===== config.mk =====
export PLATFORM = sky130hd
export DESIGN_NAME = sptg_top
export DESIGN_NICKNAME = d
export VERILOG_FILES = /design/src/hdl/sptg_pkg.sv /design/src/hdl/sptg_channel.sv /design/src/hdl/sptg_top.sv
export SDC_FILE = /design/constraint.sdc
export NUM_CORES = 1
export LEC_CHECK = 0
export ABC_AREA = 1
export BUFFER_PORTS_ARGS = -buffer_cell sky130_fd_sc_hd__buf_2
export CORE_MARGIN = 2
export CORE_UTILIZATION = 45
export DETAILED_ROUTE_END_ITERATION = 8
export PLACE_DENSITY_LB_ADDON = 0.08
export SKIP_LAST_GASP = 1
export SYNTH_ARGS = -nofsm -noshare
export SYNTH_HDL_FRONTEND = slang
export SYNTH_SLANG_ARGS = --single-unit

===== constraint.sdc =====
create_clock -name pclk -period 1.79 [get_ports pclk]
set_input_delay 0.358 -clock pclk [delete_from_list [all_inputs] [get_ports pclk]]
set_output_delay 0.358 -clock pclk [all_outputs]
set_load 0.03 [all_outputs]

===== src/hdl/sptg_pkg.sv =====
`default_nettype none
// Shared constants of the stepper pulse train generator
package sptg_pkg;
	// Structure
	localparam int NUM_UNITS = 4;
	localparam int CNT_W     = 16;
	localparam int ADDR_W    = 8;
	localparam int DATA_W    = 32;

	// Per-unit register block: base = unit * UNIT_STRIDE
	localparam logic [ADDR_W-1:0] UNIT_STRIDE  = 8'h10;
	localparam logic [ADDR_W-1:0] OFS_CTRL     = 8'h00;
	localparam logic [ADDR_W-1:0] OFS_PRESCALE = 8'h04;
	localparam logic [ADDR_W-1:0] OFS_COUNT    = 8'h08;
	localparam logic [ADDR_W-1:0] OFS_PRESET   = 8'h0c;
	localparam logic [ADDR_W-1:0] UNIT_SPAN    = 8'h40;

	// Shared registers
	localparam logic [ADDR_W-1:0] OFS_STATUS    = 8'h40;
	localparam logic [ADDR_W-1:0] OFS_CLEAR     = 8'h44;
	localparam logic [ADDR_W-1:0] OFS_IRQ_EN    = 8'h48;
	localparam logic [ADDR_W-1:0] OFS_PORT_DIR  = 8'h4c;
	localparam logic [ADDR_W-1:0] OFS_PORT_DATA = 8'h50;

	// Control register fields
	localparam int CTRL_OUT_EN_BIT = 0;
	localparam int CTRL_RUN_BIT    = 2;
	localparam int CTRL_BUSY_BIT   = 3;

	// Status register fields: done flags low, busy flags above
	localparam int STAT_DONE_LSB = 0;
	localparam int STAT_BUSY_LSB = 4;

	// Values after reset
	localparam logic [NUM_UNITS-1:0] RST_FLAGS = 4'h0;
	localparam logic [CNT_W-1:0]     RST_WORD  = 16'h0000;
	localparam logic [DATA_W-1:0]    RST_DATA  = 32'h0000_0000;
endpackage
`default_nettype wire


===== src/hdl/sptg_channel.sv =====
`timescale 1ns/1ps
`default_nettype none
// One pulse train generator: count pulses, each (prescale+1) clocks high and low
module sptg_channel #(
	parameter int CNT_W = sptg_pkg::CNT_W
) (
	input  wire logic             pclk,
	input  wire logic             presetn,
	input  wire logic             start,
	input  wire logic [CNT_W-1:0] count,
	input  wire logic [CNT_W-1:0] prescale,
	output logic                  pulse,
	output logic                  busy,
	output logic                  done,
	output logic [CNT_W-1:0]      remaining
);
	typedef enum logic [1:0] {SPTG_IDLE, SPTG_HIGH, SPTG_LOW} sptg_state_t;

	sptg_state_t      state;
	sptg_state_t      next_state;
	logic [CNT_W-1:0] div;
	logic [CNT_W-1:0] next_div;
	logic [CNT_W-1:0] next_remaining;
	logic             next_pulse;
	logic             next_done;
	logic             terminal;

	// Compare with >= so a prescale lowered mid-phase ends the phase at once
	assign terminal = (div >= prescale);
	assign busy     = (state != SPTG_IDLE);

	// Next state of the run sequencer
	always_comb begin
		next_state     = state;
		next_div       = div;
		next_remaining = remaining;
		next_pulse     = pulse;
		next_done      = 1'b0;
		if (start) begin
			next_div = '0;
			if (count == '0) begin
				next_state     = SPTG_IDLE; // Empty run completes at once
				next_remaining = '0;
				next_pulse     = 1'b0;
				next_done      = 1'b1;
			end else begin
				next_state     = SPTG_HIGH;
				next_remaining = count;
				next_pulse     = 1'b1;
			end
		end else begin
			case (state)
				SPTG_IDLE: begin
					next_pulse = 1'b0;
				end
				SPTG_HIGH: begin
					if (terminal) begin
						next_state = SPTG_LOW;
						next_div   = '0;
						next_pulse = 1'b0;
					end else begin
						next_div = div + 1'b1;
					end
				end
				SPTG_LOW: begin
					if (!terminal) begin
						next_div = div + 1'b1;
					end else if (remaining == CNT_W'(1)) begin
						next_state     = SPTG_IDLE;
						next_div       = '0;
						next_remaining = '0;
						next_done      = 1'b1;
					end else begin
						next_state     = SPTG_HIGH;
						next_div       = '0;
						next_remaining = remaining - 1'b1;
						next_pulse     = 1'b1;
					end
				end
				default: begin
					next_state = SPTG_IDLE;
					next_pulse = 1'b0;
				end
			endcase
		end
	end

	// Registers of the sequencer
	always_ff @(posedge pclk or negedge presetn) begin
		if (!presetn) begin
			state     <= SPTG_IDLE;
			div       <= '0;
			remaining <= '0;
			pulse     <= 1'b0;
			done      <= 1'b0;
		end else begin
			state     <= next_state;
			div       <= next_div;
			remaining <= next_remaining;
			pulse     <= next_pulse;
			done      <= next_done;
		end
	end
endmodule
`default_nettype wire


===== src/hdl/sptg_top.sv =====
// Function
// - Four generators run independently, each with own settings, counter and pin.
// - Each run emits exactly the programmed pulses, equal high and low time.
// - With the pin unused a generator still works as an interrupting timer.
// - A 16-bit prescale from 0 to 65535 sets the pulse rate.
// - A 16-bit pulse count from 0 to 65535 sets pulses per run.
// - Output enable 0 keeps pulses off the pin, 1 drives them out.
// - Interrupt enable 1 requests an interrupt at run completion, 0 does not.
// - Setup may start at once (run bit 1) or stay stopped (0).
// - Writing a new count starts a new run, other settings kept.
// - Generators one to four drive port E bits 0 to 3 when set to output.
//
// Local design decisions: the register addresses and the APB interface to the registers.
`timescale 1ns/1ps
`default_nettype none
module sptg_top #(
	parameter int NUM_UNITS = sptg_pkg::NUM_UNITS,
	parameter int CNT_W     = sptg_pkg::CNT_W
) (
	input  wire logic                        pclk,
	input  wire logic                        presetn,
	input  wire logic                        psel,
	input  wire logic                        penable,
	input  wire logic                        pwrite,
	input  wire logic [sptg_pkg::ADDR_W-1:0] paddr,
	input  wire logic [sptg_pkg::DATA_W-1:0] pwdata,
	input  wire logic [3:0]                  pstrb,
	output logic      [sptg_pkg::DATA_W-1:0] prdata,
	output logic                             pready,
	output logic                             pslverr,
	output logic                             irq,
	output logic      [NUM_UNITS-1:0]        port_e_out,
	output logic      [NUM_UNITS-1:0]        port_e_oe_n
);
	// Register map: one block of four words per generator, based at 0x10 * unit
	//   +0x0 control: bit 0 drives pulses to the pin, bit 2 starts a run, bit 3 busy
	//   +0x4 prescale: every high and every low phase lasts prescale + 1 clocks
	//   +0x8 count: a write stores the count and restarts; a read gives pulses left
	//   +0xc preset: stores a count for a later start without starting
	// Shared words above the unit blocks:
	//   0x40 status: done flags in bits 3:0, busy flags in bits 7:4
	//   0x44 clear: a 1 drops that done flag; the word reads zero
	//   0x48 interrupt enable, one bit per generator
	//   0x4c pin direction, 1 drives the pin
	//   0x50 pin latch, shown while a generator's pulse output is off
	// Anything else, or an unaligned address, answers with pslverr and reads zero
	// The start bit reads zero, so a read-modify-write of control never restarts a run
	// Unit words merge byte lanes; shared words take effect only with lane 0 enabled
	// Prescale is read live: lowering it in a phase ends that phase at the next clock

	// Register state
	logic [NUM_UNITS-1:0]        out_en;
	logic [NUM_UNITS-1:0]        next_out_en;
	logic [NUM_UNITS-1:0]        completion_irq_enable;
	logic [NUM_UNITS-1:0]        next_completion_irq_enable;
	logic [NUM_UNITS-1:0]        port_dir;
	logic [NUM_UNITS-1:0]        next_port_dir;
	logic [NUM_UNITS-1:0]        port_data;
	logic [NUM_UNITS-1:0]        next_port_data;
	logic [NUM_UNITS-1:0]        done_flag;
	logic [NUM_UNITS-1:0]        next_done_flag;
	logic [NUM_UNITS-1:0]        start;
	logic [NUM_UNITS-1:0]        next_start;
	logic [NUM_UNITS-1:0]        next_port_e_out;
	logic [NUM_UNITS-1:0]        next_port_e_oe_n;
	logic [CNT_W-1:0]            prescale      [NUM_UNITS];
	logic [CNT_W-1:0]            next_prescale [NUM_UNITS];
	logic [CNT_W-1:0]            preset        [NUM_UNITS];
	logic [CNT_W-1:0]            next_preset   [NUM_UNITS];
	logic [sptg_pkg::DATA_W-1:0] next_prdata;
	logic                        next_pslverr;

	// Generator outputs
	logic [NUM_UNITS-1:0]        pulse;
	logic [NUM_UNITS-1:0]        busy;
	logic [NUM_UNITS-1:0]        done_evt;
	logic [CNT_W-1:0]            remaining [NUM_UNITS];

	// Bus qualifiers
	logic                        setup_ph;
	logic                        wr_acc;

	// Merge write data into an old word lane by lane
	function automatic logic [31:0] sptg_merge(
		input logic [31:0] old,
		input logic [31:0] wdata,
		input logic [3:0]  strb
	);
		logic [31:0] res;
		res = old;
		for (int b = 0; b < 4; b++) begin
			if (strb[b]) begin
				res[8*b +: 8] = wdata[8*b +: 8];
			end
		end
		return res;
	endfunction

	// Word offset inside a unit block
	function automatic logic [sptg_pkg::ADDR_W-1:0] sptg_unit_ofs(
		input logic [sptg_pkg::ADDR_W-1:0] a
	);
		return a & (sptg_pkg::UNIT_STRIDE - 8'h01);
	endfunction

	// Unit number of a unit-block address
	function automatic int sptg_unit_idx(
		input logic [sptg_pkg::ADDR_W-1:0] a
	);
		return int'(a / sptg_pkg::UNIT_STRIDE);
	endfunction

	// True for every mapped, word-aligned address
	function automatic logic sptg_mapped(
		input logic [sptg_pkg::ADDR_W-1:0] a
	);
		logic ok;
		ok = 1'b0;
		if (a[1:0] == 2'h0) begin
			ok = (a < sptg_pkg::UNIT_SPAN) ||
			     (a == sptg_pkg::OFS_STATUS) ||
			     (a == sptg_pkg::OFS_CLEAR) ||
			     (a == sptg_pkg::OFS_IRQ_EN) ||
			     (a == sptg_pkg::OFS_PORT_DIR) ||
			     (a == sptg_pkg::OFS_PORT_DATA);
		end
		return ok;
	endfunction

	// Zero wait states: read data is registered in the setup cycle
	assign pready   = 1'b1;
	assign setup_ph = psel && !penable;
	assign wr_acc   = psel && penable && pwrite;

	// One generator per unit, no shared state between them
	for (genvar u = 0; u < NUM_UNITS; u++) begin : g_unit
		sptg_channel #(
			.CNT_W (CNT_W)
		) u_channel (
			.pclk      (pclk),
			.presetn   (presetn),
			.start     (start[u]),
			.count     (preset[u]),
			.prescale  (prescale[u]),
			.pulse     (pulse[u]),
			.busy      (busy[u]),
			.done      (done_evt[u]),
			.remaining (remaining[u])
		);
	end

	// Next values of the register file, start strobes, read data and error
	always_comb begin
		logic [31:0] merged;
		logic [31:0] rd;
		int          ui;
		merged                     = sptg_pkg::RST_DATA;
		rd                         = sptg_pkg::RST_DATA;
		ui                         = sptg_unit_idx(paddr);
		next_out_en                = out_en;
		next_completion_irq_enable = completion_irq_enable;
		next_port_dir              = port_dir;
		next_port_data             = port_data;
		next_start                 = '0;
		next_prescale              = prescale;
		next_preset                = preset;
		next_prdata                = prdata;
		next_pslverr               = pslverr;

		// Unit block writes
		if (wr_acc && sptg_mapped(paddr) && paddr < sptg_pkg::UNIT_SPAN && ui < NUM_UNITS) begin
			case (sptg_unit_ofs(paddr))
				sptg_pkg::OFS_CTRL: begin
					merged = sptg_merge({31'h0, out_en[ui]}, pwdata, pstrb);
					next_out_en[ui] = merged[sptg_pkg::CTRL_OUT_EN_BIT];
					// Run bit 0 only stores settings; a start may follow later
					if (pstrb[0] && pwdata[sptg_pkg::CTRL_RUN_BIT]) begin
						next_start[ui] = 1'b1;
					end
				end
				sptg_pkg::OFS_PRESCALE: begin
					merged = sptg_merge({16'h0, prescale[ui]}, pwdata, pstrb);
					next_prescale[ui] = merged[CNT_W-1:0];
				end
				sptg_pkg::OFS_COUNT: begin
					merged = sptg_merge({16'h0, preset[ui]}, pwdata, pstrb);
					next_preset[ui] = merged[CNT_W-1:0];
					// Enables are untouched; only the run restarts
					next_start[ui] = |pstrb;
				end
				sptg_pkg::OFS_PRESET: begin
					merged = sptg_merge({16'h0, preset[ui]}, pwdata, pstrb);
					next_preset[ui] = merged[CNT_W-1:0];
				end
				default: begin
					merged = sptg_pkg::RST_DATA;
				end
			endcase
		end

		// Shared register writes
		if (wr_acc && pstrb[0]) begin
			case (paddr)
				sptg_pkg::OFS_IRQ_EN: begin
					next_completion_irq_enable = pwdata[NUM_UNITS-1:0];
				end
				sptg_pkg::OFS_PORT_DIR: begin
					next_port_dir = pwdata[NUM_UNITS-1:0];
				end
				sptg_pkg::OFS_PORT_DATA: begin
					next_port_data = pwdata[NUM_UNITS-1:0];
				end
				default: begin
					next_port_data = port_data;
				end
			endcase
		end

		// Read data and error are prepared in the setup cycle
		if (setup_ph) begin
			next_pslverr = !sptg_mapped(paddr);
			if (paddr < sptg_pkg::UNIT_SPAN && ui < NUM_UNITS) begin
				case (sptg_unit_ofs(paddr))
					sptg_pkg::OFS_CTRL: begin
						rd[sptg_pkg::CTRL_OUT_EN_BIT] = out_en[ui];
						rd[sptg_pkg::CTRL_BUSY_BIT]   = busy[ui];
					end
					sptg_pkg::OFS_PRESCALE: rd[CNT_W-1:0] = prescale[ui];
					sptg_pkg::OFS_COUNT:    rd[CNT_W-1:0] = remaining[ui];
					sptg_pkg::OFS_PRESET:   rd[CNT_W-1:0] = preset[ui];
					default:                rd = sptg_pkg::RST_DATA;
				endcase
			end else begin
				case (paddr)
					sptg_pkg::OFS_STATUS: begin
						rd[sptg_pkg::STAT_DONE_LSB +: NUM_UNITS] = done_flag;
						rd[sptg_pkg::STAT_BUSY_LSB +: NUM_UNITS] = busy;
					end
					sptg_pkg::OFS_IRQ_EN:    rd[NUM_UNITS-1:0] = completion_irq_enable;
					sptg_pkg::OFS_PORT_DIR:  rd[NUM_UNITS-1:0] = port_dir;
					sptg_pkg::OFS_PORT_DATA: rd[NUM_UNITS-1:0] = port_data;
					default:                 rd = sptg_pkg::RST_DATA; // Clear register reads zero
				endcase
			end
			next_prdata = pwrite ? sptg_pkg::RST_DATA : rd;
		end
	end

	// Done flags: a completion in the clearing cycle survives the clear
	always_comb begin
		next_done_flag = done_flag;
		if (wr_acc && pstrb[0] && paddr == sptg_pkg::OFS_CLEAR) begin
			next_done_flag = done_flag & ~pwdata[NUM_UNITS-1:0];
		end
		next_done_flag = next_done_flag | done_evt;
	end

	// Pins: pulses when enabled, else the port latch; idle level is low
	always_comb begin
		for (int p = 0; p < NUM_UNITS; p++) begin
			next_port_e_out[p]  = out_en[p] ? pulse[p] : port_data[p];
			next_port_e_oe_n[p] = !port_dir[p];
		end
	end

	// Interrupt works with the pin disabled, so a unit doubles as a timer
	assign irq = |(done_flag & completion_irq_enable);

	// Register stage
	always_ff @(posedge pclk or negedge presetn) begin
		if (!presetn) begin
			out_en                <= sptg_pkg::RST_FLAGS;
			completion_irq_enable <= sptg_pkg::RST_FLAGS;
			port_dir              <= sptg_pkg::RST_FLAGS;
			port_data             <= sptg_pkg::RST_FLAGS;
			done_flag             <= sptg_pkg::RST_FLAGS;
			start                 <= sptg_pkg::RST_FLAGS;
			port_e_out            <= sptg_pkg::RST_FLAGS;
			port_e_oe_n           <= ~sptg_pkg::RST_FLAGS; // Pins released
			prdata                <= sptg_pkg::RST_DATA;
			pslverr               <= 1'b0;
			for (int r = 0; r < NUM_UNITS; r++) begin
				prescale[r] <= sptg_pkg::RST_WORD;
				preset[r]   <= sptg_pkg::RST_WORD;
			end
		end else begin
			out_en                <= next_out_en;
			completion_irq_enable <= next_completion_irq_enable;
			port_dir              <= next_port_dir;
			port_data             <= next_port_data;
			done_flag             <= next_done_flag;
			start                 <= next_start;
			port_e_out            <= next_port_e_out;
			port_e_oe_n           <= next_port_e_oe_n;
			prdata                <= next_prdata;
			pslverr               <= next_pslverr;
			prescale              <= next_prescale;
			preset                <= next_preset;
		end
	end
endmodule
`default_nettype wire


== Yosys cells after proc, flatten, opt, wreduce, memory -nomap -nowiden ==
Cells that the tools add are included.

* Latch bits: 0
* Output and inout bits: 43
* Input port bits: 49
* Memories kept: 0
* Register bits: 337
* Memory bits (writable): 0
* ROM bits: 0
* Logic and storage cells: 331

* Reduce and logical (&&, ||, !) cells: 74
* Multiplexer cells: 159
* Div/mod/pow operators: 0
* Equality and inequality tests: 36
* $add $sub $neg: 8
* Bitwise gates (word level): 6
* Order comparisons: 10
* Shifts and indexed selects: 0
* Multiply operators: 0

{| class="wikitable"
|+ Operator list
! kind !! count
|-
| 2-to-1 mux 16 bit || 40
|-
| bitwise mux 64 bit || 3
|-
| 2-to-1 mux 8 bit || 16
|-
| case mux 64 bit (2 select lines) || 1
|-
| binary-select mux 16 bit (select 2 bit) || 3
|-
| adder 16 x 1 -> 16 bit, second input constant || 4
|-
| equality test 16 x 1 -> 1 bit, second input constant || 4
|-
| greater-or-equal comparator 16 bit || 4
|-
| zero test 16 bit || 4
|-
| subtractor 16 x 1 -> 16 bit, second input constant || 4
|-
| 2-to-1 mux 1 bit || 60
|-
| equality test 8 x 7 -> 1 bit, second input constant || 5
|-
| case mux 12 bit (3 select lines) || 1
|-
| nonzero test 2 bit || 17
|-
| demux 16 bit (select 2 bit) || 1
|-
| greater-or-equal comparator 32 x 3 -> 1 bit, second input constant || 1
|-
| less-than comparator 32 x 1 -> 1 bit, second input constant || 1
|-
| 2-to-1 mux 32 bit || 1
|-
| inverter 4 -> 32 bit || 1
|-
| case mux 2 bit (3 select lines) || 5
|-
| 2-to-1 mux 2 bit || 12
|-
| != test 3 x 2 -> 1 bit, second input constant || 8
|-
| AND reduction 3 bit || 8
|-
| AND reduction 2 bit || 10
|-
| 27 further kinds || 79
|}

== Depth between registers and ports, before layout ==
* Depth after elaboration: 13
* Gate-level depth with buffers: 16
* Mapped depth without buffers: 15

== By module ==
From an unflattened synthesis, not the netlist that was laid out.

* Cells, all modules: 3108
* Area total of the unflattened synthesis: 22435.3 um^2

{| class="wikitable"
|+ By module, submodules not included
! module !! area an instance (um^2) !! instances !! cells an instance !! sequential area each (um^2)
|-
| sptg_channel || 3047.9 || 4 || 433 || 900.9
|-
| sptg_top || 10243.6 || 1 || 1376 || 4434.3
|}

== Worst setup path after synthesis ==
No wires, ideal clock.

* Path type: reg-to-reg
* Start point: register g_unit[0].u_channel.div[3]
* End point: register g_unit[0].u_channel.remaining[7]
* Cell stages (with the launch flop): 14
* Data required time: 1673 ps
* Buffers on the path: 1
* Period minus slack after synthesis: 1826 ps
* Slack: -36 ps
* Setup time: 117 ps
* Arrival time: 1710 ps
* Cell sequence: dfrtp_1 ha_1 nand2_1 nor2_1 and2_1 nor2_1 nand3_1 nand2_1 nand2_1 nand2_2 nand2_4 buf_6 nand2_1 nand2_1

* Cells in the longest elaborated chain, start to end: 3

{| class="wikitable"
|+ RTL lines
! element !! RTL line !! text
|-
| from (decl) || sptg_channel.sv:21 || <nowiki>logic [CNT_W-1:0] div;</nowiki>
|-
| from (signal assigned) || sptg_channel.sv:98 || <nowiki>div <= next_div;</nowiki>
|-
| greater-or-equal comparator 16 bit || sptg_channel.sv:29 || <nowiki>assign terminal = (div >= prescale);</nowiki>
|-
| nonzero test 2 bit (no line) || - ||
|-
| AND reduction 2 bit (no line) || - ||
|-
| to (signal assigned) || sptg_channel.sv:99 || <nowiki>remaining <= next_remaining;</nowiki>
|-
| to (decl) || sptg_channel.sv:15 || <nowiki>output logic [CNT_W-1:0] remaining</nowiki>
|}

Every way passes these cells.
A chain may end at the register's enable or synchronous reset.

== Worst setup path after layout ==
* Start point: register prescale[16] in the netlist's numbering
* End point: register g_unit[2].u_channel.div[6]

* Cells in the longest elaborated chain, start to end: 4

{| class="wikitable"
|+ RTL lines
! element !! RTL line !! text
|-
| from (decl) || sptg_top.sv:66 || <nowiki>logic [CNT_W-1:0] prescale [NUM_UNITS];</nowiki>
|-
| from (signal, indexed assignment) || sptg_top.sv:283 || <nowiki>prescale[r] <= sptg_pkg::RST_WORD;</nowiki>
|-
| from (signal assigned) || sptg_top.sv:297 || <nowiki>prescale <= next_prescale;</nowiki>
|-
| greater-or-equal comparator 16 bit || sptg_channel.sv:29 ||
|-
| 2-to-1 mux 16 bit || sptg_channel.sv:66 || <nowiki>if (!terminal) begin</nowiki>
|-
| 2-to-1 mux 16 bit || - ||
|-
| 2-to-1 mux 16 bit || sptg_channel.sv:39 || <nowiki>if (start) begin</nowiki>
|-
| to (signal assigned) || sptg_channel.sv:98 ||
|-
| to (decl) || sptg_channel.sv:21 ||
|}

Every way passes these cells. The select of a mux whose other input is x is not followed.

==> results.py <==
metrics = {
    "run_status": {
        "run_status": "finished, violations left",
        "failed_checks": "setup timing",
    },
    "route": {
        "drt_wl_total_mm": 73.0,
        "initialDrtViolationCount": 1777,
        "post_drt_via_cell_ratio": 5.39,
        "via_count": 20000,
        "routed_wire_length_per_instance_um": 19.7,
        "firstDrtPassIters": 6,
        "route.antenna.remaining_nets": 0,
        "drt_drc_violations_left": 0,
    },
    "synth": {
        "synthFlopType": "sky130_fd_sc_hd__dfrtp_1",
        "synthesized_area_fraction_occupied_by_ao_oa_aoi_and_oai_cells": 0.139,
        "cell_with_the_most_instances_after_synthesis": "sky130_fd_sc_hd__nand2_1",
        "ys_top_cells_by_count": "sky130_fd_sc_hd__nand2_1 (824), sky130_fd_sc_hd__dfrtp_1 (317), sky130_fd_sc_hd__inv_1 (270)",
        "postSynthCellCount": 2632,
        "synth_top_family_by_area": "simple AND/OR/NAND/NOR gates",
        "yosys_register_bits": 321,
        "synth-simple-area-share": 0.277,
        "synth.mux.area_fraction": 0,
        "synth.yosys.warnings": 0,
        "synth_area_per_cell_um2": 7.56,
        "synth_enable_flop_cells": 0,
        "synth.yosys.seq_area_share": 0.404,
        "yosysTopAreaCell": "sky130_fd_sc_hd__dfrtp_1",
        "synthDominantCellAreaShare": 0.399,
        "post_synth_num_cell_types": 55,
        "synth_xor_xnor_area_share": 0.0352,
        "netlist_area_before_placement_um2": 19900,
        "async_flop_share": 1.00,
        "synthTopCellsByArea": "sky130_fd_sc_hd__dfrtp_1 (40%), sky130_fd_sc_hd__nand2_1 (16%), sky130_fd_sc_hd__ha_1 (5.8%), sky130_fd_sc_hd__inv_1 (5.1%), sky130_fd_sc_hd__nand3_1 (4.0%)",
        "synth-adder-area-share": 0.0578,
    },
    "cells_and_area": {
        "final_net_count": 3221,
        "area_growth_syn_to_layout_pct": 37.1,
        "utilization": 0.621,
        "final_layout_size_suffix_gt1_frac": 0.319,
    },
    "clock_tree": {
        "cts.htree.levels": 2,
        "numCtsBuffers": 40,
        "tritoncts": "built",
        "worst_skew_pair.late_latency_ps": 570,
        "cts_max_path_buffers": 3,
        "cts_root_buf": "sky130_fd_sc_hd__clkbuf_16",
        "clkSinkCount": 321,
        "clk_transition_reported_paths_ps": 60,
    },
    "global_routing": {
        "grt_antenna_before_repair": 1,
        "grt_pass1_vias": 19000,
        "grt_overflow_total": 0,
        "groute.usage.overall": 0.309,
        "grt_start_max_net_pins": 46,
        "wire_length_of_the_first_global_routing_pass_mm": 110,
    },
    "worst_setup_path": {
        "timing.rr.start": "prescale[16]",
        "critical_path_s_largest_stage_delay_ps": 430,
        "worst_path_max_delay_cell": "sky130_fd_sc_hd__dfrtp_1",
        "timing_worst_setup_path_type": "reg2reg",
        "cp.arrival_ps": 2510,
        "path_delay_family": "simple AND/OR/NAND/NOR gates",
        "end_kind": "flop",
        "crit-reg2reg-capture": "g_unit[2].u_channel.div[6]",
        "regToRegSetupSlack_ps": -230,
        "crit_path_cell_trace": "ha_1 > nand2_1 > nor2_1 > and2_1 > nor2_1 > nand3_1 > nand2_2 > buf_6 > nand3_4 > nor2_4 > buf_6 > nand2_2 > o21ai_1",
        "startpoint_type": "flop",
        "reg2reg_depth": 13,
        "crit_fanout": 5,
        "critPathRequiredTime_ps": 2280,
        "crit_buf_inv": 2,
    },
    "place": {
        "place.detailed.hpwl_mm": 55.2,
        "place_congestion": 1.00,
        "placement.io_buffers": 58,
        "pre_cts_ws_ps": -263,
    },
    "die": {
        "die_w_um": 214,
        "die_span_in_y_um": 214,
        "starting_density": 0.453,
        "core_area_um2": 43900,
        "floorplan.die_area_um2": 45900,
        "placement_rows": 77,
        "boundaryPins": 92,
    },
    "sta": {
        "clock.fmax_mhz": 495,
        "fin_worst_skew_ps": 17.7,
        "timing.final.crit_period_ps": 2020,
        "timing.max_slew.rel_slack": 0.639,
        "final_hold_vio_count": 0,
        "timing.final.setup_violations": 142,
        "grt_setup_unrepaired": "yes",
        "measured_slew_at_the_worst_slew_check_pin_ps": 537,
        "final_critical_path_setup_slack_ps": -229,
        "slew_viol_final": 0,
        "fin_crit_sh": 1.13,
    },
    "power": {
        "flop_pwr_share": 0.430,
        "p_int_mw": 12.8,
        "power.combinational.fraction": 0.066,
        "vdd_drop_max_mv": 0.661,
        "p_sw_mw": 4.21,
        "clkPwrFrac": 0.504,
        "netSwitchingFraction": 0.248,
        "total_power_mw": 17.0,
        "power.leakage_nw": 13.2,
        "cellPowerDensity_nw_per_um2": 623,
    },
    "worst_hold_path": {
        "worst_hold_path.endpoint": "completion_irq_enable[1]",
        "worst_hold_path.num_cells": 3,
        "hold_path_startpoint": "pwdata[1]",
        "hold_class": "in2reg",
    },
    "job": {
        "cap_viol_max_count": 0,
    },
}
-- cells by family (layout without fill, tap and decap cells) --
kind of cell | count (synthesis) | in the layout
buf+inv | 394 | 853
flops | 321 | 321
other cells | 2 | 18
fa+ha+maj | 92 | 92
compound gates | 434 | 434
xor+xnor | 80 | 80
simple gates | 1309 | 1312
-- sequential cells by signal (all words and copies together), names as in the netlist, 8 cells and up --
signal / cells
g_unit.u_channel.div: 64
prdata: 16
preset: 64
prescale: 64
g_unit.u_channel.remaining: 64
g_unit.u_channel.state: 8
-- through the flow --
step                hold WS [ps]  instance area [um^2]  TNS (ps)  std cells
floorplan                   62.4                 20000     -11.9       2647
global placement             296                 23700    -20750       3577
detailed placement           294                 23700    -27060       3577
CTS                          124                 25800    -11410       3668
global route                 159                 27300    -32070       3702
finish                       141                 27300    -17970       3702
-- area by class of cell --
class                   instances  area [um^2]
fillers                      3949        16700
multi-input cells            1935        11800
flip-flops and latches        321         8040
repair buffers                493         4220
clock buffers                  53         1160
inverters                     289         1090
well taps                     592          741
clock inverters                18          210
diodes                          1         2.50
-- worst register-to-register path: stages (launching register included) --
cell and delay, ps:
sky130_fd_sc_hd__dfrtp_1 430, sky130_fd_sc_hd__ha_1 320, sky130_fd_sc_hd__nand2_1 70, sky130_fd_sc_hd__nor2_1 40, sky130_fd_sc_hd__and2_1 130, sky130_fd_sc_hd__nor2_1 90, sky130_fd_sc_hd__nand3_1 80, sky130_fd_sc_hd__nand2_2 150
sky130_fd_sc_hd__buf_6 130, sky130_fd_sc_hd__nand3_4 110, sky130_fd_sc_hd__nor2_4 140, sky130_fd_sc_hd__buf_6 140, sky130_fd_sc_hd__nand2_2 50, sky130_fd_sc_hd__o21ai_1 70
-- worst max-delay path by stage --
stage                                            from                                 to  slack, ps  cells past startpoint
final                                    prescale[16]         g_unit[2].u_channel.div[6]       -230                     13
after detailed placement                     paddr[5]                         prdata[10]       -260                     10
after global placement                     preset[59]       g_unit[0].u_channel.state[0]       -250                      6
after floorplan            g_unit[2].u_channel.div[7]   g_unit[2].u_channel.remaining[8]         -2                     13
after global routing                     prescale[16]         g_unit[2].u_channel.div[6]       -330                     13
after CTS                 g_unit[2].u_channel.div[11]  g_unit[2].u_channel.remaining[13]       -160                     12
-- power groups by stage --
stage / clock (mW) / combinational (mW) / sequential [mW]
6_report: 8.56 / 1.12 / 7.31
5_1_grt: 9.01 / 1.21 / 7.31
3_5_place_dp: 0 / 1.07 / 7.44
4_1_cts: 8.70 / 1.09 / 7.31
3_3_place_gp: 0 / 1.06 / 7.44
2_1_floorplan: 0 / 0.470 / 7.46
-- layer usage --
| metal | global-route usage | vias up | part of all wire |
|---|---|---|---|
| met4 | 0.144 | 0 | 0.052 |
| met3 | 0.0438 | 157 | 0.066 |
| li1 | - | 9513 | - |
| met2 | 0.507 | 731 | 0.47 |
| met1 | 0.405 | 9566 | 0.41 |
| met5 | 0 | - | 0 |
-- timing repair --
action	4_1_cts	5_1_grt
buffers inserted	13	31
endpoints found under the setup margin	144	146
hold buffers	1	0
resized for setup	126	308
pin swaps	24	124
gates cloned	7	5
endpoints found under the hold margin	37	0
-- placed cells by master (no fill, tap or decap), types with 17 or more instances in the layout --
cell and n:
sky130_fd_sc_hd__nor2_4 19, sky130_fd_sc_hd__nor3_1 34, sky130_fd_sc_hd__nand2_4 28, sky130_fd_sc_hd__nor2_2 31, sky130_fd_sc_hd__ha_4 35, sky130_fd_sc_hd__xor2_1 60, sky130_fd_sc_hd__o22ai_1 22, sky130_fd_sc_hd__buf_4 370
sky130_fd_sc_hd__o21ai_1 135, sky130_fd_sc_hd__a21oi_1 30, sky130_fd_sc_hd__o21ai_0 83, sky130_fd_sc_hd__xnor2_1 19, sky130_fd_sc_hd__nand2_1 725, sky130_fd_sc_hd__nand2_2 74, sky130_fd_sc_hd__nor2_1 142, sky130_fd_sc_hd__inv_1 226
sky130_fd_sc_hd__buf_6 19, sky130_fd_sc_hd__buf_12 34, sky130_fd_sc_hd__nand4_1 38, sky130_fd_sc_hd__a21oi_2 51, sky130_fd_sc_hd__nand3_1 115, sky130_fd_sc_hd__inv_2 59, sky130_fd_sc_hd__conb_1 17, sky130_fd_sc_hd__nand3_2 43
sky130_fd_sc_hd__clkbuf_16 45, sky130_fd_sc_hd__o21ai_2 21, sky130_fd_sc_hd__a22oi_1 28, sky130_fd_sc_hd__dfrtp_1 317, sky130_fd_sc_hd__buf_2 56, sky130_fd_sc_hd__ha_1 56
No activity file was read; power rests on OpenSTA's default activity.
